===== config.mk =====
export PLATFORM = sky130hd
export DESIGN_NAME = pcg_dev_flat
export DESIGN_NICKNAME = d
export VERILOG_FILES = /design/src/rtl/pcg_pkg.sv /design/src/rtl/pcg_if.sv /design/src/rtl/pcg_crc_step.sv /design/src/rtl/pcg_dev.sv /design/src/flat_wrapper.sv
export SDC_FILE = /design/constraint.sdc
export NUM_CORES = 1
export LEC_CHECK = 0
export ABC_AREA = 0
export BUFFER_PORTS_ARGS = -buffer_cell sky130_fd_sc_hd__buf_2
export CORE_ASPECT_RATIO = 0.6
export CORE_MARGIN = 2
export CORE_UTILIZATION = 45
export DETAILED_ROUTE_END_ITERATION = 6
export GPL_ROUTABILITY_DRIVEN = 0
export GPL_TIMING_DRIVEN = 0
export SLEW_MARGIN = 20
export SYNTH_ARGS = -nofsm -noshare
export SYNTH_HDL_FRONTEND = slang
export SYNTH_SLANG_ARGS = --single-unit

===== constraint.sdc =====
create_clock -name core_clk -period 4.1 [get_ports core_clk]
set_input_delay 0.205 -clock core_clk [delete_from_list [all_inputs] [get_ports core_clk]]
set_output_delay 0.205 -clock core_clk [all_outputs]
set_load 0.05 [all_outputs]

===== src/rtl/pcg_pkg.sv =====
// Shared constants for the programmable checksum generator and its host.
// Assumes one 200 MHz clock (core_clk) and a 16-bit register path.
`default_nettype none
package pcg_pkg;
    localparam int unsigned DATA_W = 16; // Register and widest word width
    localparam int unsigned ADDR_W = 2; // Register index width
    // Device register indices on the carrier
    localparam logic [1:0] ADDR_CTRL = 2'h0; // checksum_control
    localparam logic [1:0] ADDR_TAPS = 2'h1; // polynomial_taps
    localparam logic [1:0] ADDR_RESULT = 2'h2; // result_register
    localparam logic [1:0] ADDR_DATA = 2'h3; // data_write_port
    // checksum_control field positions
    localparam int unsigned CTRL_SIDL = 13; // stop_in_idle
    localparam int unsigned CTRL_CNT_LSB = 8; // valid_word_count lsb
    localparam int unsigned CTRL_CNT_MSB = 12; // valid_word_count msb
    localparam int unsigned CTRL_FULL = 7; // fifo_full_flag
    localparam int unsigned CTRL_EMPTY = 6; // fifo_empty_flag
    localparam int unsigned CTRL_GO = 4; // shift_start
    localparam int unsigned CTRL_POLY_LENGTH_MINUS_ONE_MSB = 3; // poly_length_minus_one msb
    // FIFO depth selection
    localparam logic [3:0] POLY_LENGTH_MINUS_ONE_SHORT_MAX = 4'h7; // Longest length with deep FIFO
    localparam logic [4:0] DEPTH_LONG = 5'h08; // Depth for long polynomials
    localparam logic [4:0] DEPTH_SHORT = 5'h10; // Depth for short polynomials
    localparam logic [3:0] PTR_MASK_LONG = 4'h7; // Pointer wrap, 8 deep
    localparam logic [3:0] PTR_MASK_SHORT = 4'hF; // Pointer wrap, 16 deep
    localparam logic [3:0] POLY_LENGTH_MINUS_ONE_TOP = 4'hF; // Largest length field
    localparam logic [15:0] ONES = 16'hFFFF; // Full-width mask
    // Host command indices on its own user port
    localparam logic [1:0] HCMD_CFG = 2'h0; // Write config, read status
    localparam logic [1:0] HCMD_TAPS = 2'h1; // Write taps, read result
    localparam logic [1:0] HCMD_WORD = 2'h2; // Queue one data word
    localparam logic [1:0] HCMD_FINISH = 2'h3; // Drain and fetch result
    localparam logic [3:0] SETTLE_CYC = 4'h8; // Tail shift time, worst case
endpackage
`default_nettype wire


===== src/rtl/pcg_if.sv =====
// Register carrier between the processor-side host and the generator.
// Read data stands in the cycle after the read strobe, never stalls.
`default_nettype none
interface pcg_if;
    logic [1:0] addr; // Register index
    logic [15:0] wdata; // Write data
    logic [1:0] be; // Byte lane enables
    logic wr; // Write strobe
    logic rd; // Read strobe
    logic [15:0] rdata; // Read data, one cycle after rd
    modport dev (input addr, input wdata, input be, input wr, input rd, output rdata);
    modport host (output addr, output wdata, output be, output wr, output rd, input rdata);
endinterface
`default_nettype wire


===== src/rtl/pcg_crc_step.sv =====
// One serial feedback step of the checksum register.
// Assumes the length field is stable while the step is used.
`default_nettype none
module pcg_crc_step (
    input wire logic [15:0] crc_in, // Current register
    input wire logic [15:0] poly, // Enabled terms, bit 0 set
    input wire logic [3:0] poly_length_minus_one, // Length minus one
    input wire logic din, // Data bit
    output logic [15:0] crc_out // Register after one bit
);
    logic [15:0] msk; // Keeps only length bits
    logic fb; // Feedback bit from the top term

    // Top term is implied; taps fold feedback back in
    always_comb
    begin
        msk = pcg_pkg::ONES >> (pcg_pkg::POLY_LENGTH_MINUS_ONE_TOP - poly_length_minus_one);
        fb = crc_in[poly_length_minus_one] ^ din;
        crc_out = ((crc_in << 1) ^ (fb ? poly : 16'h0000)) & msk;
    end
endmodule
`default_nettype wire


===== src/rtl/pcg_dev.sv =====
// Programmable checksum generator: registers, word FIFO, 2-bit/clk engine.
// Assumes the host keeps its own access rules; no bus waits ever.
// What this block does
// RULE1 - Four-bit length field holds length minus one
// RULE2 - Constant and top terms always in feedback
// RULE3 - Fifteen tap enables, bit zero reads zero
// RULE4 - Start bit runs shifter, zero stops it
// RULE5 - FIFO eight deep above seven, else sixteen
// RULE6 - Word is length bits, byte writes, excess ignored
// RULE7 - Count increments when most significant byte written
// RULE8 - Start and count nonzero load word, decrement
// RULE9 - Finishes half-length cycles after count hits zero
// RULE10 - Full at depth, empty at zero count
// RULE11 - Write when full wraps count, no interrupt
// RULE12 - Interrupt when count falls from one to zero
// RULE13 - Software waits for empty before reading result
// RULE14 - Software waits a cycle before reading count
// RULE15 - Software flushes by starting until empty
// RULE16 - Software primes FIFO, refills while below depth
// RULE17 - Sleep freezes state, resumes unchanged
// RULE18 - Idle stops only with stop_in_idle set
// RULE19 - Five-bit read-only valid word count
// RULE20 - Two bits per clock, msb first
//
// The implementer's own choices: strobed register access and the address map.
`default_nettype none
module pcg_dev (
    input wire logic core_clk, // 200 MHz clock
    input wire logic rst_b, // Async reset, active low
    pcg_if.dev bus, // Register carrier
    input wire logic sleep_mode, // Device asleep
    input wire logic idle_mode, // Device idle
    output logic crc_irq // One-cycle interrupt pulse
);
    typedef enum logic [1:0] {
        PCG_ENG_IDLE = 2'b01,
        PCG_ENG_SHIFT = 2'b10
    } pcg_eng_t;

    typedef struct packed {
        logic [15:0][15:0] fifo; // Word storage
        logic [3:0] wp; // Write pointer
        logic [3:0] rp; // Read pointer
        logic [4:0] cnt; // valid_word_count
        logic sidl; // stop_in_idle
        logic go; // shift_start
        logic [3:0] poly_length_minus_one; // poly_length_minus_one
        logic [15:1] taps; // polynomial_taps
        logic [15:0] stage; // Word being assembled from bytes
        pcg_eng_t eng; // Engine state
        logic [15:0] sh; // Word in engine, msb at top
        logic [4:0] left; // Bits still to shift
        logic [15:0] crc; // result_register
        logic [15:0] rdata; // Read data register
        logic irq; // Interrupt pulse
    } pcg_dev_st_t;

    pcg_dev_st_t s_r; // Registered state
    pcg_dev_st_t s_nxt; // Next state
    logic [15:0] crc_one; // After first bit
    logic [15:0] crc_two; // After second bit
    logic [15:0] poly; // Feedback terms

    // Constant term always fed back; top term implied in the step
    assign poly = {s_r.taps, 1'b1}; // RULE2

    // Two chained steps give two bits per clock
    pcg_crc_step u_step_a (
        .crc_in(s_r.crc),
        .poly(poly),
        .poly_length_minus_one(s_r.poly_length_minus_one),
        .din(s_r.sh[15]),
        .crc_out(crc_one)
    );
    pcg_crc_step u_step_b (
        .crc_in(crc_one),
        .poly(poly),
        .poly_length_minus_one(s_r.poly_length_minus_one),
        .din(s_r.sh[14]),
        .crc_out(crc_two)
    );

    // All next-state logic in one place
    always_comb
    begin
        logic long_poly; // Word wider than a byte
        logic [4:0] depth; // Current FIFO depth
        logic [3:0] pmask; // Pointer wrap mask
        logic [15:0] wmask; // Word width mask
        logic [15:0] stg; // Stage after this write
        logic msb_lane; // Lane holding the word msb
        logic push; // Word completes this cycle
        logic pop; // Word moves to engine
        logic wrap; // Overfilled write
        logic full; // fifo_full_flag
        logic empty; // fifo_empty_flag
        logic frz; // Clocks stopped
        long_poly = s_r.poly_length_minus_one > pcg_pkg::POLY_LENGTH_MINUS_ONE_SHORT_MAX;
        depth = long_poly ? pcg_pkg::DEPTH_LONG : pcg_pkg::DEPTH_SHORT; // RULE5
        pmask = long_poly ? pcg_pkg::PTR_MASK_LONG : pcg_pkg::PTR_MASK_SHORT;
        wmask = pcg_pkg::ONES >> (pcg_pkg::POLY_LENGTH_MINUS_ONE_TOP - s_r.poly_length_minus_one); // RULE1
        msb_lane = long_poly;
        full = s_r.cnt == depth; // RULE10
        empty = s_r.cnt == 5'h00; // RULE10
        frz = sleep_mode | (idle_mode & s_r.sidl); // RULE17 RULE18
        s_nxt = s_r;
        s_nxt.irq = 1'b0;
        stg = s_r.stage;
        push = 1'b0;
        wrap = 1'b0;
        pop = 1'b0;

        // Register writes; byte lanes update separately
        if (bus.wr)
        begin
            if (bus.addr == pcg_pkg::ADDR_CTRL)
            begin
                if (bus.be[1])
                    s_nxt.sidl = bus.wdata[pcg_pkg::CTRL_SIDL];
                if (bus.be[0])
                begin
                    s_nxt.go = bus.wdata[pcg_pkg::CTRL_GO]; // RULE4
                    s_nxt.poly_length_minus_one = bus.wdata[pcg_pkg::CTRL_POLY_LENGTH_MINUS_ONE_MSB:0]; // RULE1
                end
            end
            else if (bus.addr == pcg_pkg::ADDR_TAPS)
            begin
                if (bus.be[1])
                    s_nxt.taps[15:8] = bus.wdata[15:8]; // RULE3
                if (bus.be[0])
                    s_nxt.taps[7:1] = bus.wdata[7:1]; // RULE3
            end
            else if (bus.addr == pcg_pkg::ADDR_RESULT)
            begin
                // Seeding the result lets software chain blocks
                if (bus.be[1])
                    s_nxt.crc[15:8] = bus.wdata[15:8];
                if (bus.be[0])
                    s_nxt.crc[7:0] = bus.wdata[7:0];
            end
            else
            begin
                if (bus.be[1])
                    stg[15:8] = bus.wdata[15:8];
                if (bus.be[0])
                    stg[7:0] = bus.wdata[7:0];
                s_nxt.stage = stg;
                push = bus.be[msb_lane]; // RULE6 RULE7
            end
        end

        wrap = push & full; // RULE11
        pop = s_r.go && (s_r.eng == PCG_ENG_IDLE) && !empty; // RULE8

        // FIFO bookkeeping; an overfilled write drops all words
        if (wrap)
        begin
            s_nxt.cnt = 5'h00; // RULE11
            s_nxt.rp = s_r.wp;
        end
        else
        begin
            if (push)
            begin
                s_nxt.fifo[s_r.wp] = stg & wmask; // RULE6
                s_nxt.wp = (s_r.wp + 4'h1) & pmask;
            end
            if (pop)
                s_nxt.rp = (s_r.rp + 4'h1) & pmask;
            s_nxt.cnt = s_r.cnt + {4'h0, push} - {4'h0, pop}; // RULE7 RULE8
            // Only a drain to zero raises the event
            s_nxt.irq = pop && !push && (s_r.cnt == 5'h01); // RULE12
        end

        // Engine: load a word, then shift two bits per clock
        case (s_r.eng)
            PCG_ENG_IDLE:
            begin
                if (pop)
                begin
                    s_nxt.sh = s_r.fifo[s_r.rp] << (pcg_pkg::POLY_LENGTH_MINUS_ONE_TOP - s_r.poly_length_minus_one); // RULE20
                    s_nxt.left = {1'b0, s_r.poly_length_minus_one} + 5'h01;
                    s_nxt.eng = PCG_ENG_SHIFT;
                end
            end
            PCG_ENG_SHIFT:
            begin
                // A cleared start bit pauses the shifter mid-word
                if (s_r.go) // RULE4
                begin
                    s_nxt.sh = s_r.sh << 2; // RULE20
                    if (s_r.left > 5'h01)
                    begin
                        s_nxt.crc = crc_two; // RULE9
                        s_nxt.left = s_r.left - 5'h02;
                    end
                    else
                    begin
                        s_nxt.crc = crc_one; // RULE9
                        s_nxt.left = 5'h00;
                    end
                    if (s_r.left <= 5'h02)
                        s_nxt.eng = PCG_ENG_IDLE;
                end
            end
            default:
                s_nxt.eng = PCG_ENG_IDLE;
        endcase

        // Read data register, one cycle after the strobe
        if (bus.rd)
        begin
            if (bus.addr == pcg_pkg::ADDR_CTRL)
                s_nxt.rdata = {2'b00, s_r.sidl, s_r.cnt, full, empty, 1'b0, s_r.go,
                    s_r.poly_length_minus_one}; // RULE19
            else if (bus.addr == pcg_pkg::ADDR_TAPS)
                s_nxt.rdata = {s_r.taps, 1'b0}; // RULE3
            else
                s_nxt.rdata = s_r.crc;
        end

        // Stopped clocks: hold everything, bus reads still answer
        if (frz)
        begin
            s_nxt = s_r; // RULE17
            s_nxt.irq = 1'b0;
            s_nxt.rdata = bus.rd ? s_nxt.rdata : s_r.rdata;
            if (bus.rd && bus.addr == pcg_pkg::ADDR_CTRL)
                s_nxt.rdata = {2'b00, s_r.sidl, s_r.cnt, full, empty, 1'b0, s_r.go,
                    s_r.poly_length_minus_one};
            else if (bus.rd && bus.addr == pcg_pkg::ADDR_TAPS)
                s_nxt.rdata = {s_r.taps, 1'b0};
            else if (bus.rd)
                s_nxt.rdata = s_r.crc;
        end
    end

    // State register; reset leaves FIFO empty and engine idle
    always_ff @(posedge core_clk or negedge rst_b)
    begin
        if (!rst_b)
        begin
            s_r <= '0;
            s_r.eng <= PCG_ENG_IDLE;
        end
        else
            s_r <= s_nxt;
    end

    assign bus.rdata = s_r.rdata;
    assign crc_irq = s_r.irq;
endmodule
`default_nettype wire


===== src/flat_wrapper.sv =====
// flat-port wrapper written by rule: the top's interface ports become plain ports
module pcg_dev_flat 
  (core_clk, rst_b, sleep_mode, idle_mode, crc_irq, bus_addr, bus_wdata, bus_be, bus_wr, bus_rd, bus_rdata);
  pcg_if bus_i ();
  input wire logic core_clk;
  input wire logic rst_b;
  input wire logic sleep_mode;
  input wire logic idle_mode;
  output logic crc_irq;
  input wire logic [$bits(bus_i.addr)-1:0] bus_addr;
  input wire logic [$bits(bus_i.wdata)-1:0] bus_wdata;
  input wire logic [$bits(bus_i.be)-1:0] bus_be;
  input wire logic [$bits(bus_i.wr)-1:0] bus_wr;
  input wire logic [$bits(bus_i.rd)-1:0] bus_rd;
  output wire logic [$bits(bus_i.rdata)-1:0] bus_rdata;
  assign bus_i.addr = bus_addr;
  assign bus_i.wdata = bus_wdata;
  assign bus_i.be = bus_be;
  assign bus_i.wr = bus_wr;
  assign bus_i.rd = bus_rd;
  assign bus_rdata = bus_i.rdata;
  pcg_dev u_core (.core_clk(core_clk), .rst_b(rst_b), .bus(bus_i), .sleep_mode(sleep_mode), .idle_mode(idle_mode), .crc_irq(crc_irq));
endmodule

==> results of run 1 <==
[logic make-up after synthesis]
kind of cell,Yosys count,synth area share [%]
XOR/XNOR,19,0.876
buffers and inverters,212,4.73
AND/OR/NAND/NOR,595,13.5
adder cells (fa/ha/maj),19,1.29
flip-flops,362,47.7
multiplexers,174,14.7
AO/OA/AOI/OAI,545,17.2
[layout make-up]
cell class                      instances  area (sq um)
Fill cell                            3811         20100
Multi-Input combinational cell       1352          9160
Sequential cell                       362          9060
Clock buffer                           55          1080
Buffer                                175           830
Tap cell                              570           713
Timing Repair Buffer                   66           523
Inverter                               37           140
Clock inverter                         10          76.3
[cells in the final DEF (no fill, tap or decap), types with 38 or more instances in the layout]
master,instances
clkbuf_1,125
nor2_1,70
o21ai_0,347
mux2_2,58
buf_2,46
a21oi_1,49
nand2_1,382
clkbuf_16,38
mux4_2,78
nand3_1,38
dfrtp_1,361
[worst max-delay path: cells and delay by family (launching register included)]
family	cells	cell delay (ps)
flops	1	410
buf+inv	3	700
compound gates	8	2410
simple gates	2	450
[power by group through the flow]
stage	clock (mW)	combinational, mW	sequential [mW]
after floorplan	0	3.01	4.30
after global placement	0	4.26	4.49
after detailed placement	0	4.35	4.50
after CTS	3.38	4.43	4.44
after global routing	3.55	5.04	4.51
final	3.34	4.76	4.49
[layer usage]
layer / vias up / wire [um] / GRT usage, % / part of all wire, %
met5: - / 0 / 0 / 0
met4: 0 / 1100 / 5.94 / 1.6
met3: 100 / 10100 / 13.5 / 15
met2: 1061 / 25200 / 38.2 / 37
met1: 8383 / 31300 / 48.4 / 46
li1: 7104 / - / - / -
[repair_timing]
item	CTS	global route
pin swaps	1	3
hold endpoints to repair	264	0
gates resized for setup	20	39
endpoints found under the setup margin	18	24
setup buffers	1	4
hold buffers	16	0
[registers in the layout (all words and copies together) (netlist names)]
| signal | flops |
|---|---|
| u_core.crc_irq | 1 |
| u_core.s_r | 330 |
| u_core.poly | 15 |
| u_core.bus.rdata | 16 |
[worst paths after layout]
kind,end,cells after the start
hold reg to reg,u_core.s_r[340]$_DFFE_PN0P_,2
setup reg to reg,u_core.s_r[28]$_DFFE_PN0P_,13
setup / recovery,u_core.s_r[28]$_DFFE_PN0P_,13
min in group asynchronous,u_core.s_r[188]$_DFFE_PN0P_,2
max in group asynchronous,u_core.s_r[64]$_DFFE_PN0P_,4
hold / removal,u_core.s_r[60]$_DFFE_PN0P_,2
[stage by stage]
step                std cells  utilization [%]  cell area [sq um]  power (mW)
floorplan                1926                -              19000        7.31
global placement         2536             47.7              19900        8.74
detailed placement       2541             48.1              20100        8.84
CTS                      2623             51.4              21400        12.3
global route             2627             51.7              21600        13.1
finish                   2627             51.7              21600        12.6
==> metrics.csv, run 1 <==
stage,metric,value,unit
logic_synthesis,Synth Net Count,1971,
power,Sequential Power Share,35.6,%
logic_synthesis,Syn Area/Cell,9.86,sq um
logic_synthesis,biggest area consumer among synthesized cells,dfrtp_1,
detailed_routing,"antenna viol nets, final",0,
power,Pwr Density,583,mW/mm^2
floorplan,chip width,269,um
clocking,clock root buffer,clkbuf_16,
finish,ANT cells,0,
place,PortBufs,40,
global_route,global-route wire length before repair,102,mm
finish,Nets,2076,
worst_hold_path,Hold Path Class,input pin to flop,
power,switching part of the total,40.5,%
sta,final hold vios,0,
global_route,grt ovf,0,
logic_synthesis,Cells after Synth,1926,
worst_setup_path,R2R Path Start,u_core.s_r[89]$_DFFE_PN0P_,
floorplan,IO Count,43,
logic_synthesis,synth top area cells,"dfrtp_1 48%, mux4_2 9.2%, o21ai_0 9.2%",
floorplan,Die Span Y,163,um
worst_setup_path,critical setup path kind,flop to flop,
finish,synthesis-to-finish area growth,13.6,%
worst_setup_path,"Largest stage delay, worst path",410,ps
worst_setup_path,Slowest cell on crit path,dfrtp_1,
power,clock share of power,26.5,%
sta,relative slew slack,14.4,%
power,power share of the combinational group,37.8,%
sta,Fin Setup TNS,-29.5,ps
clocking,CTS tree,yes,
logic_synthesis,Post-synth ARST share,100,%
floorplan,Starting Density,45.5,%
clocking,worst skew pair latency,560,ps
place,pre-CTS setup slack,-900,ps
logic_synthesis,Synth Cell Area,0.0190,sq mm
detailed_routing,First DRT Iteration DRCs,2484,
logic_synthesis,library cells used by synthesis,83,
clocking,Num CTS Buffers,37,
run_status,status,finished with violations,
detailed_routing,WL per Instance,25.8,um
logic_synthesis,Main synth FF type,dfrtp_1,
detailed_routing,DRT Wirelength,67.7,mm
logic_synthesis,Synth top area share,47.6,%
sta,final slew viol count,0,
sta,Worst Slack Setup Final,-29.5,ps
clocking,H-tree level count,2,
place,DP Wirelength,49.9,mm
clocking,TritonCTS Sinks,362,
run,max-cap viol count,0,
sta,Clock Skew,25.1,ps
sta,worst slew pin tran,1270,ps
floorplan,# rows,58,
logic_synthesis,synth cell count leaders,"382 x nand2_1, 361 x dfrtp_1, 348 x o21ai_0",
logic_synthesis,"Seq/Total Area, Yosys",47.7,%
worst_setup_path,"Critical Path, Cell by Cell","clkbuf_4, nand2b_1, a2bb2oi_2, a21o_1, nand4_1, buf_4, a211o_1, o2111a_2, o311a_1, buf_2, o31ai_4, a211oi_1, o32a_1",
worst_setup_path,crit end category,flop,
worst_setup_path,CP max FO,10,
logic_synthesis,Synthesis Warnings,0,
global_route,initial antenna violation count,0,
global_route,vias in the first global route,15900,
sta,crit path time final,4130,ps
detailed_routing,via count,16600,
sta,RSZ-0062 raised after global routing,no,
power,Sw Pwr,5.10,mW
sta,Max Clk Rate,242,MHz
logic_synthesis,Yosys reg bits,362,
sta,Final Cycle Share,101,%
logic_synthesis,top-count cell post-synth,nand2_1,
logic_synthesis,number of flops mapped to enable cells by yosys,0,
power,VDD IR max,0.263,mV
worst_setup_path,CP Launch Point,u_core.s_r[89]$_DFFE_PN0P_,
detailed_routing,DRT Pass-1 Iters,7,
floorplan,Core ar.,0.0417,sq mm
worst_setup_path,R2R Setup Slk,-30,ps
clocking,Longest Clk Path Bufs,3,
worst_setup_path,startpoint type of the worst setup path,flop,
sta,final hold slack,23.6,ps
detailed_routing,routed vias/inst,6.34,
finish,layout cells sized above 1,15.8,%
floorplan,die area,0.0439,sq mm
power,Leakage,9.21,nW
run_status,violated checks,"DRC, setup timing",
worst_hold_path,beginning of the worst hold path,bus_wdata[4],
clocking,clock-pin slew on the worst setup and hold paths,60,ps
worst_setup_path,Critical Path RT,4500,ps
detailed_routing,Residual DRC,5,
worst_setup_path,Crit path arrival time,4530,ps
sta,final setup violation count,1,
global_route,Total GRT Usage,30.8,%
global_route,largest net degree at the start of global routing,99,
power,P_int,7.49,mW
Power figures use the tool's default switching activity.
==> inputs of run 2 (changes only) <==
- CORE_UTILIZATION: 45 -> 35
==> run 2 against run 1 <==
  * The flow still finishes with violations (DRC, setup timing)
  * Critical path depth did not move
  * Routed wire length decreased by 0.27%
  * Total power increased by 2.3%
  * Sequential share of layout area fell by 0.55 points
  * Worst hold slack worse by 6.1 ps
  * Global-route usage decreased by 7.0 points
  * Utilization is 11 points lower
  * Sequential power barely moved
  * Largest power group unchanged
  * Highest routed layer is now met5
==> metrics.csv, run 2 (same netlist as run 1, synthesis figures left out) <==
stage,metric,value,unit
run,max-cap viol count,0,
sta,Worst Slack Setup Final,-91.6,ps
detailed_routing,DRT Wirelength,67.5,mm
finish,Final Non-Filler Cells,2773,
floorplan,Die Span Y,184,um
worst_setup_path,R2R Setup Slk,-90,ps
sta,relative slew slack,21.2,%
sta,RSZ-0062 raised after global routing,yes,
floorplan,die area,0.0562,sq mm
finish,synthesis-to-finish area growth,15.2,%
finish,layout cells sized above 1,15.8,%
detailed_routing,DR WL met3,10.1,mm
detailed_routing,metal2 WL,25.3,mm
worst_setup_path,"Critical Path, Cell by Cell","mux2_2, o22ai_4, or4_4, nand4_1, buf_4, a211o_1, o2111a_2, o311a_1, clkbuf_4, o31ai_4, buf_4, a2111oi_0, a211o_1",
finish,Storage cell area,0.00906,sq mm
worst_setup_path,critical setup path kind,flop to flop,
clocking,CTS tree,yes,
finish,max reg flops,330,
sta,Clock Skew,22.1,ps
worst_setup_path,CP Launch Point,u_core.s_r[31]$_DFFE_PN0P_,
global_route,initial antenna violation count,1,
floorplan,# rows,66,
global_route,global-route wire length before repair,101,mm
detailed_routing,"antenna viol nets, final",0,
global_route,Total GRT Usage,23.8,%
place,DP Wirelength,50.4,mm
sta,Max Clk Rate,239,MHz
place,PortBufs,40,
worst_setup_path,CP max FO,10,
floorplan,Starting Density,35.2,%
detailed_routing,Highest Signal Layer,met5,
finish,"commonest non-fill, non-tap cells in the layout","382 x nand2_1, 361 x dfrtp_1, 347 x o21ai_0, 132 x clkbuf_1, 78 x mux4_2",
finish,Multi-input gate area,0.00923,sq mm
worst_setup_path,"Largest stage delay, worst path",540,ps
finish,final core utilization,40.6,%
worst_hold_path,beginning of the worst hold path,bus_wdata[0],
worst_setup_path,R2R Path Start,u_core.s_r[31]$_DFFE_PN0P_,
worst_hold_path,Hold Path Class,input pin to flop,
clocking,Longest Clk Path Bufs,3,
worst_hold_path,depth of the worst hold-timing path,2,
clocking,Num CTS Buffers,38,
global_route,largest net degree at the start of global routing,104,
run_status,status,finished with violations,
power,VDD IR max,0.275,mV
detailed_routing,First DRT Iteration DRCs,2599,
detailed_routing,WL per Instance,24.3,um
finish,fillcell total,5193,
clocking,worst skew pair latency,560,ps
worst_setup_path,reg2reg path depth,13,
worst_setup_path,Reg-to-Reg End,u_core.s_r[27]$_DFFE_PN0P_,
sta,Final Cycle Share,102,%
sta,final setup violation count,6,
worst_setup_path,Crit path arrival time,4620,ps
detailed_routing,Met1 Wirelength,31.0,mm
worst_setup_path,Critical Path RT,4530,ps
finish,Nets,2074,
global_route,grt ovf,0,
detailed_routing,DRT Pass-1 Iters,7,
worst_setup_path,crit end category,flop,
worst_hold_path,Hold Path End,u_core.s_r[87]$_DFFE_PN0P_,
clocking,H-tree level count,2,
sta,final hold vios,0,
sta,crit path time final,4190,ps
sta,worst slew pin tran,1180,ps
detailed_routing,via count,16700,
power,Leakage,9.21,nW
finish,"commonest non-fill, non-tap cell in the layout",nand2_1,
finish,ANT cells,0,
clocking,TritonCTS Sinks,362,
floorplan,Core ar.,0.0539,sq mm
power,Pwr Density,589,mW/mm^2
global_route,vias in the first global route,15900,
clocking,clock-pin slew on the worst setup and hold paths,60,ps
floorplan,IO Count,43,
clocking,clock root buffer,clkbuf_16,
worst_setup_path,Slowest cell on crit path,dfrtp_1,
detailed_routing,routed vias/inst,6.03,
sta,final slew viol count,0,
detailed_routing,Residual DRC,3,
finish,Biggest register,u_core.s_r,
floorplan,chip width,305,um
worst_setup_path,startpoint type of the worst setup path,flop,
place,Inst Count DP,2683,
run_status,violated checks,"DRC, setup timing",
[run 2: cell types whose count changed in the layout (fill, tap and decap cells not counted), sizes merged]
| cell | previous run | this run |
|---|---|---|
| inv | 36 | 35 |
| clkbuf | 184 | 185 |
| dlygate4sd3 | 16 | 15 |
| clkinvlp | 0 | 2 |
| clkdlybuf4s15 | 2 | 4 |
| bufinv | 0 | 2 |
| clkinv | 11 | 8 |
[run 2: critical path, delay by kind of cell, from the launching register on]
family | cells | cell delay (ps)
buffers and inverters | 3 | 730
AOI/OAI and AO/OA | 7 | 1840
muxes | 1 | 390
and+or+nand+nor | 2 | 580
DFF | 1 | 540
[run 2: layout make-up]
class	instances	area share (%)
flip-flops and latches	362	41.4
inverters	37	0.641
clock buffers	60	5.05
well taps	714	4.08
clock inverters	10	0.584
multi-input cells	1352	42.2
repair buffers	63	2.20
plain buffers	175	3.83
[run 2: power by group]
part	internal, mW	leakage [nW]	total (mW)	switching [mW]
registers	3.99	4.89	4.50	0.513
clock network	1.99	0.593	3.50	1.51
logic	1.68	3.73	4.88	3.20
[run 2: what timing repair did]
action	CTS	global route
setup buffers	3	2
hold buffers	15	0
gates resized for setup	21	46
endpoints found under the hold margin	109	0
pin swaps	2	2
setup endpoints to repair	28	27
[run 2: worst max path at each step]
| stage | end | cells past startpoint | slack, ps |
|---|---|---|---|
| 2_1_floorplan | u_core.s_r[31]$_DFFE_PN0P_ | 14 | 310 |
| 3_3_place_gp | u_core.s_r[31]$_DFFE_PN0P_ | 1 | -4270 |
| 3_5_place_dp | u_core.s_r[31]$_DFFE_PN0P_ | 14 | -910 |
| 4_1_cts | u_core.s_r[31]$_DFFE_PN0P_ | 13 | 0.5 |
| 5_1_grt | u_core.s_r[27]$_DFFE_PN0P_ | 15 | -100 |
| 6_report | u_core.s_r[27]$_DFFE_PN0P_ | 13 | -90 |
[run 2: metal layers]
metal | GRT usage (%) | vias to the layer above
li1 | - | 7096
met1 | 37.0 | 8448
met2 | 30.0 | 1072
met3 | 9.73 | 108
met4 | 4.06 | 4
met5 | 2.50 | -
[run 2: per-stage QoR]
stage	hold WS (ps)	total power [mW]	setup TNS [ps]	area, sq um	setup slack (ps)
3_5_place_dp	248	8.88	-12030	20200	-909
6_report	17.5	12.9	-361	21900	-91.6
5_1_grt	31.9	13.3	-190	21900	-103
4_1_cts	9.81	12.5	0	21700	0.524
2_1_floorplan	-90.6	7.31	0	19000	313
3_3_place_gp	455	8.77	-1538770	20100	-4270
